## config.mk

```make
export PLATFORM = sky130hd
export DESIGN_NAME = sdo_rx_out
export DESIGN_NICKNAME = d
export VERILOG_FILES = /design/src/verilog/sdo_pkg.sv /design/src/verilog/sdo_rx_out.sv
export SDC_FILE = /design/constraint.sdc
export NUM_CORES = 2
export LEC_CHECK = 0
export ABC_AREA = 1
export ABC_CLOCK_PERIOD_IN_PS = 2300
export BUFFER_PORTS_ARGS = -buffer_cell sky130_fd_sc_hd__buf_2
export CAP_MARGIN = 20
export CORE_MARGIN = 8
export CORE_UTILIZATION = 55
export CTS_CLUSTER_SIZE = 30
export DETAILED_ROUTE_END_ITERATION = 6
export GPL_ROUTABILITY_DRIVEN = 1
export PLACE_DENSITY = 0.77
export RECOVER_POWER = 25
export SYNTH_ARGS = -nofsm -noshare
export SYNTH_HDL_FRONTEND = slang
export SYNTH_SLANG_ARGS = --single-unit
```

## constraint.sdc

```tcl
create_clock -name aclk -period 2.3 [get_ports aclk]
set_input_delay 0.46 -clock aclk [delete_from_list [all_inputs] [get_ports aclk]]
set_output_delay 0.46 -clock aclk [all_outputs]
set_load 0.02 [all_outputs]
```

## src/verilog/sdo_pkg.sv

```systemverilog
// shared constants of the receive video output port
package sdo_pkg;
  // receiver mode codes on the mode input
  localparam logic [1:0] MODE_HD = 2'h0;
  localparam logic [1:0] MODE_SD = 2'h1;
  localparam logic [1:0] MODE_3G = 2'h2;
  // timing reference words
  localparam logic [9:0] TRS_ONES = 10'h3ff;
  localparam logic [9:0] TRS_ZERO = 10'h000;
  localparam int XYZ_H_BIT = 6;
  // line number word fields
  localparam int LN0_LSB = 2;
  localparam int LN0_MSB = 8;
  localparam int LN1_LSB = 2;
  localparam int LN1_MSB = 5;
  // crc-18 reflected feedback mask and word field width
  localparam logic [17:0] CRC_MASK = 18'h26000;
  localparam int CRC_HALF = 9;
  // samples after the eav sample: ln0, ln1, crc0, crc1, flag change
  localparam logic [2:0] PC_LN0 = 3'h1;
  localparam logic [2:0] PC_LN1 = 3'h2;
  localparam logic [2:0] PC_CRC0 = 3'h3;
  localparam logic [2:0] PC_CRC1 = 3'h4;
  localparam logic [2:0] PC_ERR = 3'h6;
  // payload id packet header words (low eight bits)
  localparam logic [7:0] ANC_DID = 8'h41;
  localparam logic [7:0] ANC_SDID = 8'h01;
  localparam logic [7:0] ANC_DC = 8'h04;
  localparam logic [2:0] VPID_BYTES = 3'h4;
  // sd sample cadence: two enables per eleven clocks
  localparam logic [3:0] SD_PERIOD_LAST = 4'ha;
  localparam logic [3:0] SD_SECOND = 4'h5;
  // register byte offsets
  localparam logic [7:0] REG_CTRL = 8'h00;
  localparam logic [7:0] REG_STATUS = 8'h04;
  localparam logic [7:0] REG_LINE = 8'h08;
  localparam logic [7:0] REG_VPID_A = 8'h0c;
  localparam logic [7:0] REG_VPID_B = 8'h10;
  // control field and reset value
  localparam int CTRL_FRAME_BIT = 0;
  localparam logic CTRL_FRAME_RST = 1'b1;
  // status field positions
  localparam int ST_MLOCK = 0;
  localparam int ST_TLOCK = 1;
  localparam int ST_MODE_LSB = 2;
  localparam int ST_LEVB = 4;
  localparam int ST_NSP = 5;
  localparam int ST_CRCA = 6;
  localparam int ST_CRCB = 7;
  localparam int ST_VVA = 8;
  localparam int ST_VVB = 9;
  localparam int LINE_B_LSB = 16;
  // axi responses
  localparam logic [1:0] RESP_OKAY = 2'h0;
  localparam logic [1:0] RESP_DECERR = 2'h3;
endpackage : sdo_pkg

```

## src/verilog/sdo_rx_out.sv

```systemverilog
// receive video output port
//
// Chosen here: the register addresses and the AXI4-Lite slave port.
`timescale 1ns/1ps
`default_nettype none

// What this block does
// - drive transport frame-rate code, valid under lock
// - transport scan flag: low interlaced, high progressive
// - level flag high for level B input
// - sd enable averages 1 in 5.5, else high
// - sd stream and flags valid only on enable
// - new-alignment flag, pulse or held until realign
// - 11-bit link A line number from Y stream
// - stream 1 payload id, byte4 high, valid flag
// - stream 2 payload id, 3G only, valid flag
// - link A crc flag for previous line
// - crc flag changes six samples after eav
// - output recovered 10-bit data stream 1
// - output recovered 10-bit data stream 2
// - eav flag one sample on xyz word
// - sav flag one sample on xyz word
// - trs flag four samples, 3ff to xyz
// - level B second 11-bit line number
// - level B ready every other cycle, else high
// - level B second crc flag, same timing
// - drive transport lock once format identified
// - mode indicators low while unlocked
// - all outputs synchronous to receive clock
module sdo_rx_out #(
  parameter int WORD_W = 10,
  parameter int ADDR_W = 8
) (
  input wire logic aclk,
  input wire logic aresetn,
  input wire logic [ADDR_W-1:0] s_axi_awaddr,
  input wire logic s_axi_awvalid,
  output logic s_axi_awready,
  input wire logic [31:0] s_axi_wdata,
  input wire logic [3:0] s_axi_wstrb,
  input wire logic s_axi_wvalid,
  output logic s_axi_wready,
  output logic [1:0] s_axi_bresp,
  output logic s_axi_bvalid,
  input wire logic s_axi_bready,
  input wire logic [ADDR_W-1:0] s_axi_araddr,
  input wire logic s_axi_arvalid,
  output logic s_axi_arready,
  output logic [31:0] s_axi_rdata,
  output logic [1:0] s_axi_rresp,
  output logic s_axi_rvalid,
  input wire logic s_axi_rready,
  input wire logic [WORD_W-1:0] raw_word_a1,
  input wire logic [WORD_W-1:0] raw_word_a2,
  input wire logic [WORD_W-1:0] raw_word_b1,
  input wire logic [1:0] mode_code,
  input wire logic mode_locked,
  input wire logic level_b_detected,
  input wire logic transport_locked_in,
  input wire logic [3:0] transport_rate_in,
  input wire logic transport_scan_in,
  input wire logic frame_en,
  output logic sd_sample_enable,
  output logic level_b_output_ready,
  output logic triple_rate_mode_indicator,
  output logic mode_hd,
  output logic mode_sd,
  output logic triple_rate_level_b_flag,
  output logic transport_locked,
  output logic [3:0] transport_rate,
  output logic transport_scan,
  output logic new_alignment,
  output logic [WORD_W-1:0] recovered_stream_one,
  output logic [WORD_W-1:0] recovered_stream_two,
  output logic trs_flag,
  output logic eav_flag,
  output logic sav_flag,
  output logic [10:0] line_a,
  output logic [10:0] line_b,
  output logic [31:0] vpid_a,
  output logic vpid_a_valid,
  output logic [31:0] vpid_b,
  output logic vpid_b_valid,
  output logic crc_err_a,
  output logic crc_err_b
);

  // the alignment search and field slicing assume 10-bit words
  if (WORD_W != 10) $error("sdo_rx_out: WORD_W must be 10");
  if (ADDR_W < 5) $error("sdo_rx_out: ADDR_W must cover the register map");

  typedef struct packed {
    logic [3:0] ph;
    logic tog;
    logic [2:0][4:0][9:0] raw;
    logic [3:0] align;
    logic nsp;
    logic [2:0][3:0][9:0] sh;
    logic [2:0][9:0] ow;
    logic [2:0] cnt;
    logic hbit;
    logic trs;
    logic eav;
    logic sav;
    logic [2:0] pc;
    logic [1:0][9:0] ln0;
    logic [1:0][10:0] line;
    logic [1:0][17:0] crc;
    logic [1:0][8:0] crc0;
    logic [1:0] pend;
    logic [1:0] cerr;
    logic [1:0][5:0][9:0] hist;
    logic [1:0][2:0] vc;
    logic [1:0][31:0] vsh;
    logic [1:0][31:0] vpid;
    logic [1:0] vval;
    logic [2:0] md;
    logic levb;
    logic tlk;
    logic [3:0] trate;
    logic tscan;
    logic ctrl_fe;
    logic bvalid;
    logic [1:0] bresp;
    logic rvalid;
    logic [1:0] rresp;
    logic [31:0] rdata;
  } sdo_state_s;

  sdo_state_s state_reg;
  sdo_state_s state_next;

  // crc-18 step, lsb first
  function automatic logic [17:0] sdo_crc_step(input logic [17:0] c, input logic [9:0] d);
    logic [17:0] r;
    logic fb;
    r = c;
    for (int i = 0; i < 10; i++)
    begin
      fb = r[0] ^ d[i];
      r = {1'b0, r[17:1]};
      if (fb)
      begin
        r = r ^ sdo_pkg::CRC_MASK;
      end
    end
    return r;
  endfunction : sdo_crc_step

  // sample qualifiers: sd cadence and level B half rate
  logic is_sd;
  logic is_levb;
  logic ce;
  logic rdy;
  logic adv;
  assign is_sd = mode_code == sdo_pkg::MODE_SD;
  assign is_levb = (mode_code == sdo_pkg::MODE_3G) && level_b_detected;
  assign ce = !is_sd || state_reg.ph == 4'h0 || state_reg.ph == sdo_pkg::SD_SECOND;
  assign rdy = !is_levb || state_reg.tog;
  assign adv = ce && rdy;

  // next-state logic for the whole block
  always_comb
  begin
    logic [49:0] win;
    logic found;
    logic [3:0] fo;
    logic fe;
    logic [5:0] base;
    logic [2:0][9:0] lw;
    logic [9:0] cw;
    logic aw_ok;
    logic ar_ok;
    logic [31:0] rd;
    logic [1:0] rr;
    win = '0;
    found = 1'b0;
    fo = 4'h0;
    fe = frame_en && state_reg.ctrl_fe;
    base = 6'h00;
    lw = '0;
    cw = 10'h000;
    rd = 32'h0000_0000;
    rr = sdo_pkg::RESP_OKAY;
    state_next = state_reg;

    // cadence counters run on every clock
    state_next.ph = (!is_sd || state_reg.ph == sdo_pkg::SD_PERIOD_LAST) ? 4'h0
                    : state_reg.ph + 4'h1;
    state_next.tog = is_levb ? !state_reg.tog : 1'b0;

    // mode indicators, forced low while unlocked; transport indicators registered ungated
    state_next.md[0] = mode_locked && mode_code == sdo_pkg::MODE_HD;
    state_next.md[1] = mode_locked && is_sd;
    state_next.md[2] = mode_locked && mode_code == sdo_pkg::MODE_3G;
    state_next.levb = mode_locked && is_levb;
    state_next.tlk = transport_locked_in;
    state_next.trate = transport_rate_in;
    state_next.tscan = transport_scan_in;

    // framer: find 3ff 000 000 at any offset
    win = {state_reg.raw[0][0], state_reg.raw[0][1], state_reg.raw[0][2],
           state_reg.raw[0][3], state_reg.raw[0][4]};
    for (int o = 9; o >= 0; o--)
    begin
      if (win[o +: 30] == {sdo_pkg::TRS_ZERO, sdo_pkg::TRS_ZERO, sdo_pkg::TRS_ONES})
      begin
        found = 1'b1;
        fo = 4'(o);
      end
    end

    if (adv)
    begin
      // raw history shift
      for (int s = 0; s < 3; s++)
      begin
        state_next.raw[s][0] = (s == 0) ? raw_word_a1 : (s == 1) ? raw_word_a2 : raw_word_b1;
        for (int k = 1; k < 5; k++)
        begin
          state_next.raw[s][k] = state_reg.raw[s][k-1];
        end
      end

      // new alignment flag: pulse with framing on, held otherwise
      if (fe)
      begin
        state_next.nsp = 1'b0;
      end
      if (found && fo != state_reg.align)
      begin
        state_next.nsp = 1'b1;
      end
      if (found && (fe || fo == state_reg.align))
      begin
        state_next.align = fo;
      end

      // aligned word pipelines; a trs reloads them at its own offset
      base = 6'(state_next.align);
      for (int s = 0; s < 3; s++)
      begin
        win = {state_reg.raw[s][0], state_reg.raw[s][1], state_reg.raw[s][2],
               state_reg.raw[s][3], state_reg.raw[s][4]};
        if (found && (fe || fo == state_reg.align))
        begin
          for (int k = 0; k < 4; k++)
          begin
            state_next.sh[s][3-k] = win[base + 6'(10 * k) +: 10];
          end
        end
        else
        begin
          state_next.sh[s][0] = win[base + 6'd30 +: 10];
          for (int k = 1; k < 4; k++)
          begin
            state_next.sh[s][k] = state_reg.sh[s][k-1];
          end
        end
        state_next.ow[s] = state_reg.sh[s][3];
      end

      // timing flags follow the reloaded trs words to the output
      state_next.trs = state_reg.cnt != 3'h0;
      state_next.eav = state_reg.cnt == 3'h1 && state_reg.hbit;
      state_next.sav = state_reg.cnt == 3'h1 && !state_reg.hbit;
      if (found && (fe || fo == state_reg.align))
      begin
        state_next.cnt = 3'h4;
        state_next.hbit = win[6'(fo) + 6'd30 + 6'(sdo_pkg::XYZ_H_BIT)];
      end
      else if (state_reg.cnt != 3'h0)
      begin
        state_next.cnt = state_reg.cnt - 3'h1;
      end

      // position after the eav sample on the output
      if (state_reg.cnt == 3'h1 && state_reg.hbit)
      begin
        state_next.pc = 3'h1;
      end
      else if (state_reg.pc == sdo_pkg::PC_ERR)
      begin
        state_next.pc = 3'h0;
      end
      else if (state_reg.pc != 3'h0)
      begin
        state_next.pc = state_reg.pc + 3'h1;
      end

      // per link: line number and crc check
      lw[0] = state_reg.sh[0][3];
      lw[1] = state_reg.sh[2][3];
      for (int l = 0; l < 2; l++)
      begin
        cw = lw[l];
        if (state_reg.pc == sdo_pkg::PC_LN0)
        begin
          state_next.ln0[l] = cw;
        end
        if (state_reg.pc == sdo_pkg::PC_LN1)
        begin
          state_next.line[l] = {cw[sdo_pkg::LN1_MSB:sdo_pkg::LN1_LSB],
                                state_reg.ln0[l][sdo_pkg::LN0_MSB:sdo_pkg::LN0_LSB]};
        end
        if (state_reg.pc == sdo_pkg::PC_CRC0)
        begin
          state_next.crc0[l] = cw[sdo_pkg::CRC_HALF-1:0];
        end
        else if (state_reg.pc == sdo_pkg::PC_CRC1)
        begin
          state_next.pend[l] = {cw[sdo_pkg::CRC_HALF-1:0], state_reg.crc0[l]}
                               != state_reg.crc[l];
          state_next.crc[l] = 18'h00000;
        end
        else
        begin
          state_next.crc[l] = sdo_crc_step(state_reg.crc[l], cw);
        end
        if (state_reg.pc == sdo_pkg::PC_ERR)
        begin
          state_next.cerr[l] = state_reg.pend[l];
        end
      end

      // payload id parsers
      lw[0] = state_reg.sh[0][3];
      lw[1] = is_levb ? state_reg.sh[2][3] : state_reg.sh[1][3];
      for (int l = 0; l < 2; l++)
      begin
        cw = lw[l];
        state_next.hist[l][0] = cw;
        for (int k = 1; k < 6; k++)
        begin
          state_next.hist[l][k] = state_reg.hist[l][k-1];
        end
        if (state_reg.hist[l][5] == sdo_pkg::TRS_ZERO && state_reg.hist[l][4] == sdo_pkg::TRS_ONES
            && state_reg.hist[l][3] == sdo_pkg::TRS_ONES
            && state_reg.hist[l][2][7:0] == sdo_pkg::ANC_DID
            && state_reg.hist[l][1][7:0] == sdo_pkg::ANC_SDID
            && state_reg.hist[l][0][7:0] == sdo_pkg::ANC_DC)
        begin
          state_next.vc[l] = 3'h1;
          state_next.vsh[l] = {cw[7:0], state_reg.vsh[l][31:8]};
        end
        else if (state_reg.vc[l] != 3'h0 && state_reg.vc[l] != sdo_pkg::VPID_BYTES)
        begin
          state_next.vc[l] = state_reg.vc[l] + 3'h1;
          state_next.vsh[l] = {cw[7:0], state_reg.vsh[l][31:8]};
        end
        else if (state_reg.vc[l] == sdo_pkg::VPID_BYTES)
        begin
          state_next.vc[l] = 3'h0;
          state_next.vpid[l] = state_reg.vsh[l];
          state_next.vval[l] = 1'b1;
        end
      end
    end

    // payload id valid needs lock
    if (!mode_locked)
    begin
      state_next.vval = 2'b00;
    end
    if (mode_code != sdo_pkg::MODE_3G)
    begin
      state_next.vval[1] = 1'b0;
    end

    // axi4-lite write
    aw_ok = s_axi_awvalid && s_axi_wvalid && !state_reg.bvalid;
    if (aw_ok)
    begin
      state_next.bvalid = 1'b1;
      state_next.bresp = sdo_pkg::RESP_DECERR;
      if (s_axi_awaddr[7:0] == sdo_pkg::REG_CTRL)
      begin
        state_next.bresp = sdo_pkg::RESP_OKAY;
        if (s_axi_wstrb[0])
        begin
          state_next.ctrl_fe = s_axi_wdata[sdo_pkg::CTRL_FRAME_BIT];
        end
      end
      else if (s_axi_awaddr[7:0] == sdo_pkg::REG_STATUS || s_axi_awaddr[7:0] == sdo_pkg::REG_LINE
               || s_axi_awaddr[7:0] == sdo_pkg::REG_VPID_A
               || s_axi_awaddr[7:0] == sdo_pkg::REG_VPID_B)
      begin
        state_next.bresp = sdo_pkg::RESP_OKAY;
      end
    end
    else if (state_reg.bvalid && s_axi_bready)
    begin
      state_next.bvalid = 1'b0;
    end

    // axi4-lite read
    ar_ok = s_axi_arvalid && !state_reg.rvalid;
    case (s_axi_araddr[7:0])
      sdo_pkg::REG_CTRL: rd[sdo_pkg::CTRL_FRAME_BIT] = state_reg.ctrl_fe;
      sdo_pkg::REG_STATUS:
      begin
        rd[sdo_pkg::ST_MLOCK] = mode_locked;
        rd[sdo_pkg::ST_TLOCK] = state_reg.tlk;
        rd[sdo_pkg::ST_MODE_LSB +: 2] = mode_code;
        rd[sdo_pkg::ST_LEVB] = state_reg.levb;
        rd[sdo_pkg::ST_NSP] = state_reg.nsp;
        rd[sdo_pkg::ST_CRCA] = crc_err_a;
        rd[sdo_pkg::ST_CRCB] = crc_err_b;
        rd[sdo_pkg::ST_VVA] = state_reg.vval[0];
        rd[sdo_pkg::ST_VVB] = state_reg.vval[1];
      end
      sdo_pkg::REG_LINE:
      begin
        rd[10:0] = state_reg.line[0];
        rd[sdo_pkg::LINE_B_LSB +: 11] = state_reg.line[1];
      end
      sdo_pkg::REG_VPID_A: rd = state_reg.vpid[0];
      sdo_pkg::REG_VPID_B: rd = state_reg.vpid[1];
      default: rr = sdo_pkg::RESP_DECERR;
    endcase
    if (ar_ok)
    begin
      state_next.rvalid = 1'b1;
      state_next.rdata = rd;
      state_next.rresp = rr;
    end
    else if (state_reg.rvalid && s_axi_rready)
    begin
      state_next.rvalid = 1'b0;
    end
  end

  // state register with synchronous reset
  always_ff @(posedge aclk)
  begin
    if (!aresetn)
    begin
      state_reg <= '0;
      state_reg.ctrl_fe <= sdo_pkg::CTRL_FRAME_RST;
    end
    else
    begin
      state_reg <= state_next;
    end
  end

  // bus handshakes
  assign s_axi_awready = s_axi_awvalid && s_axi_wvalid && !state_reg.bvalid;
  assign s_axi_wready = s_axi_awvalid && s_axi_wvalid && !state_reg.bvalid;
  assign s_axi_bvalid = state_reg.bvalid;
  assign s_axi_bresp = state_reg.bresp;
  assign s_axi_arready = !state_reg.rvalid;
  assign s_axi_rvalid = state_reg.rvalid;
  assign s_axi_rdata = state_reg.rdata;
  assign s_axi_rresp = state_reg.rresp;

  // video outputs
  assign sd_sample_enable = ce;
  assign level_b_output_ready = rdy;
  assign mode_hd = state_reg.md[0];
  assign mode_sd = state_reg.md[1];
  assign triple_rate_mode_indicator = state_reg.md[2];
  assign triple_rate_level_b_flag = state_reg.levb;
  assign transport_locked = state_reg.tlk;
  assign transport_rate = state_reg.trate;
  assign transport_scan = state_reg.tscan;
  assign new_alignment = state_reg.nsp;
  assign recovered_stream_one = state_reg.ow[0];
  assign recovered_stream_two = state_reg.ow[1];
  assign trs_flag = state_reg.trs;
  assign eav_flag = state_reg.eav;
  assign sav_flag = state_reg.sav;
  assign line_a = state_reg.line[0];
  assign line_b = state_reg.line[1];
  assign vpid_a = state_reg.vpid[0];
  assign vpid_a_valid = state_reg.vval[0];
  assign vpid_b = state_reg.vpid[1];
  assign vpid_b_valid = state_reg.vval[1];
  // crc flags: link A outside sd, link B only in level B
  assign crc_err_a = state_reg.cerr[0] && !is_sd;
  assign crc_err_b = state_reg.cerr[1] && is_levb;

endmodule : sdo_rx_out
`default_nettype wire

```

==> results.md <==
- Width of the die: 264.8 um
- Antenna fix cells: 0
- Remaining number of nets flagged by the antenna check after routing: 0
- Crit path arrival time: 3.78 ns
- Effective utilization at floorplan: 55.37%
- Routed length per placed instance: between 15 and 20 um
- Netlist Area Pre-Place: between 0.03 and 0.04 mm^2
- Final Hold Vio Count: 0
- Power per standard cell area: 822.3 mW/mm^2
- Synth area leaders: dfxtp_1, o21ai_0, nand3_1
- Hold crit path type: primary input to register
- Highest net fanout along the worst path: 8
- Number of violations reported at the end of detailed-routing iteration 0: approximately 4600
- H-Tree Depth: 3
- Number of buffers added by the clock tree synthesis step: 75
- Routed WL: between 100000 and 150000 um
- Clock tree buffer depth: 3
- Clock latency at the later pin of the worst-skew pair: between 0.6 and 0.7 ns
- Mean instance size in the synthesized netlist: between 6 and 7 um^2
- Critical path launch point type: register
- Nets: about 5200
- Post-route clock period utilization: 140.0%
- Total congestion overflow: 0
- First-pass iteration count of the detailed router: 7
- Total number of clock tree sinks: about 700
- GP Congestion: between 0.9 and 1
- Count of state elements after synthesis: between 600 and 700
- Worst slew pin tran: between 1 and 1.5 ns
- Proportion of total power due to net switching: around a third
- Die Span Y: around 260 um
- Int Pwr: around 0.024 W
- Critical-path cell list: buf_4 -> nor2_4 -> nand2_4 -> buf_4 -> nor4_2 -> nand4_1 -> nand2_1 -> nor2_1 -> nand3_2 -> nand3_4 -> nand2_8 -> buf_12 -> buf_4 -> nand2_1 -> nand3_1 -> nand3_2 -> nand3_1 -> nand3_1 -> a21oi_1
- Max-cap check violation count: 0
- Sequential share of power: 41.1%
- Root buffer selected by CTS: clkbuf_16
- Final number of setup-violating endpoints: around 130
- Final setup skew: between 0.03 and 0.04 ns
- Die footprint: 0.07011 mm^2
- Number of flip-flops in the largest register: approximately 550
- Placed insts: roughly 5800
- Setup slack after placement: -1.003 ns
- Kind of end point of the critical path: register
- TritonCTS clock tree: built
- Origin of the worst setup path: state_reg[603]
- Final critical-path required period: 3.220 ns
- Critical Path Stages: 19
- Post-synthesis sequential area ratio: 40.99%
- Io pins: 267
- Kind of critical path: register to register
- Leakage power of the design: around 18 nW
- Core region area: around 0.061 mm^2
- Synthesis Warnings: 0
- Worst slew margin: 30.82%
- All-layer global routing usage: a little under a third
- Maximum cell stage delay along the critical path: roughly 0.33 ns
- Vias in the first global route: between 30000 and 40000
- Net Sw Power: 0.01117 W
- Violated checks: DRC, setup timing
- Register-to-register setup slack: -0.92 ns
- Count of input and output buffers: approximately 230
- Kind of cell adding the most delay to the critical path: simple AND/OR/NAND/NOR gates
- Number of max-slew violations in the final report: 0
- Layout cells sized above 1: between 20 and 25%
- Post-synth EDFFs: 0
- Async SR Flop Fraction: 0%
- Non-filler instance count after layout: around 6000
- Capture point of the worst reg-to-reg path: state_reg[504]
- Post-synth top area share: between 40% and 50%
- Global-route wire length before repair: ~180000 um
- Final worst-path setup slack: -0.9204 ns
- Average via count per standard cell: around 6.0
- Row count: 91
- Buffers and inverters on the worst path: 4
- Endpoint required time on the critical path: between 2 and 3 ns
- Initial antenna violation count: 1
- Vias: ~36000
- Max IR drop VDD: roughly 0.00055 V
- Slowest stage cell on the critical path: dfxtp_2
- Setup repair after global routing missed its margin: true
- Highest clock rate: 310.5 MHz
- Pin count of the biggest net entering global routing: 136
- Outcome: finished, violations left
- Proportion of power drawn by combinational gates: a little under a quarter
- Worst setup path endpoint: state_reg[504]
- Gate Count Post-Synth: between 4000 and 5000
- Launch instance of the worst register-to-register path: state_reg[603]
- Layout overhead on the synthesized area: 25.46%
- DRC violations left: 5
- Number of distinct library cells after synthesis: 49
- Main flop type after synthesis: dfxtp_1
- Half-perimeter wire length after placement: between 70000 and 80000 um
- Syn_nets: ~5000
- Count of cells along the worst register-to-register path: 19
- Biggest area consumer among synthesized cells: dfxtp_1
- Clk network pwr share: between 30% and 40%
- CTS clk-pin slew, worst paths: roughly 0.06 ns
==> metal layers <==
metal,part of all wire (%),track usage (%),vias to the layer above,wire (um)
met5,0.012,0,-,14
met1,39,39.68,16760,46980
met3,9.4,5.291,532,11140
met4,5.5,12.44,2,6550
li1,-,-,16690,-
met2,46,50.02,1979,54370
==> kinds of logic after synthesis <==
kind of cell	count (synthesis)	synth area share (%)
compound gates	1330	20.45
xor+xnor	87	2.238
fa+ha+maj	17	0.6248
buf+inv	881	11.87
flops	697	40.99
simple gates	1865	23.83
==> area by class of cell <==
cell class | instances | area (um^2)
clock buffers | 103 | 2132
clock inverters | 32 | 450.4
fillers | 4946 | 18780
inverters | 399 | 1520
multi-input cells | 3301 | 18100
flip-flops and latches | 697 | 13990
well taps | 790 | 988.4
repair buffers | 643 | 5525
==> through the flow <==
step	utilization, %	TNS (ns)	total power [W]	hold slack, ns	instance area [um^2]
6_report	69.46	-82.94	0.03512	0.06726	42710
5_1_grt	69.46	-105.00	0.03659	0.06384	42710
4_1_cts	66.47	-62.61	0.03462	0.05523	40870
3_5_place_dp	60.14	-96.60	0.02169	0.4335	36980
3_3_place_gp	60.14	-91.31	0.02154	0.4294	36980
2_1_floorplan	-	-15.06	0.01947	0.4205	34200
==> layout by cell type (no fill, tap or decap), types with 17 or more instances in the layout <==
master and count:
nor4_1 18, clkbuf_16 86, buf_6 22, nand3_4 17, buf_2 132, o21ai_0 555, o211ai_1 28, a211oi_1 19
xor2_1 46, nand4_1 45, a21oi_1 548, o21ai_1 29, buf_4 287, nand3_2 180, o22ai_1 24, nor2_4 29
buf_12 67, o21ai_2 39, a21oi_2 27, nand2_2 57, nor3_1 27, nor2_1 452, inv_1 378, xnor2_1 41
nand2_1 592, nand3_1 390, dfxtp_1 673, clkbuf_1 113, ha_1 17, dfxtp_2 20
==> cell usage after synthesis (28+ instances only) <==
| cell | count |
|---|---|
| dfxtp_1 | 697 |
| nand2_1 | 659 |
| o21ai_0 | 599 |
| nand3_1 | 584 |
| a21oi_1 | 576 |
| nor2_1 | 477 |
| inv_1 | 384 |
| clkbuf_1 | 239 |
| buf_4 | 159 |
| buf_2 | 49 |
| xor2_1 | 46 |
| nand4_1 | 45 |
| xnor2_1 | 41 |
| nor3_1 | 34 |
| o21ai_1 | 30 |
| o211ai_1 | 28 |
==> what timing repair did <==
item / 4_1_cts / 5_1_grt
hold buffers: 7 / 0
setup buffers: 25 / 19
pin swaps: 27 / 76
gates resized for setup: 190 / 357
endpoints found under the hold margin: 7 / 0
cloned: 13 / 12
endpoints found under the setup margin: 130 / 304
==> worst reg2reg max path: stages (launching register included) <==
cell and delay (ns):
dfxtp_2 0.33, buf_4 0.15, nor2_4 0.13, nand2_4 0.08
buf_4 0.14, nor4_2 0.23, nand4_1 0.25, nand2_1 0.13
nor2_1 0.06, nand3_2 0.18, nand3_4 0.21, nand2_8 0.21
buf_12 0.16, buf_4 0.12, nand2_1 0.09, nand3_1 0.15
nand3_2 0.11, nand3_1 0.10, nand3_1 0.13, a21oi_1 0.20
==> worst min path at each step <==
stage	start	endpoint	slack, ns	cells past startpoint
4_1_cts	s_axi_wdata[0]	state_reg[38]	0.06	3
3_3_place_gp	state_reg[389]	state_reg[389]	0.43	2
2_1_floorplan	state_reg[387]	state_reg[387]	0.42	2
3_5_place_dp	state_reg[393]	state_reg[393]	0.43	2
5_1_grt	s_axi_wdata[0]	state_reg[38]	0.06	3
6_report	s_axi_wdata[0]	state_reg[38]	0.07	3
==> power groups by stage <==
| stage | Sequential (W) | Clock [W] | Combinational [W] |
|---|---|---|---|
| after floorplan | 0.0143 | 0 | 0.00519 |
| after global routing | 0.0146 | 0.0133 | 0.00876 |
| after CTS | 0.0144 | 0.0128 | 0.00742 |
| final | 0.0144 | 0.0127 | 0.00794 |
| after global placement | 0.0146 | 0 | 0.00695 |
| after detailed placement | 0.0146 | 0 | 0.00707 |
Note: power is estimated with default switching activity, not from simulation.
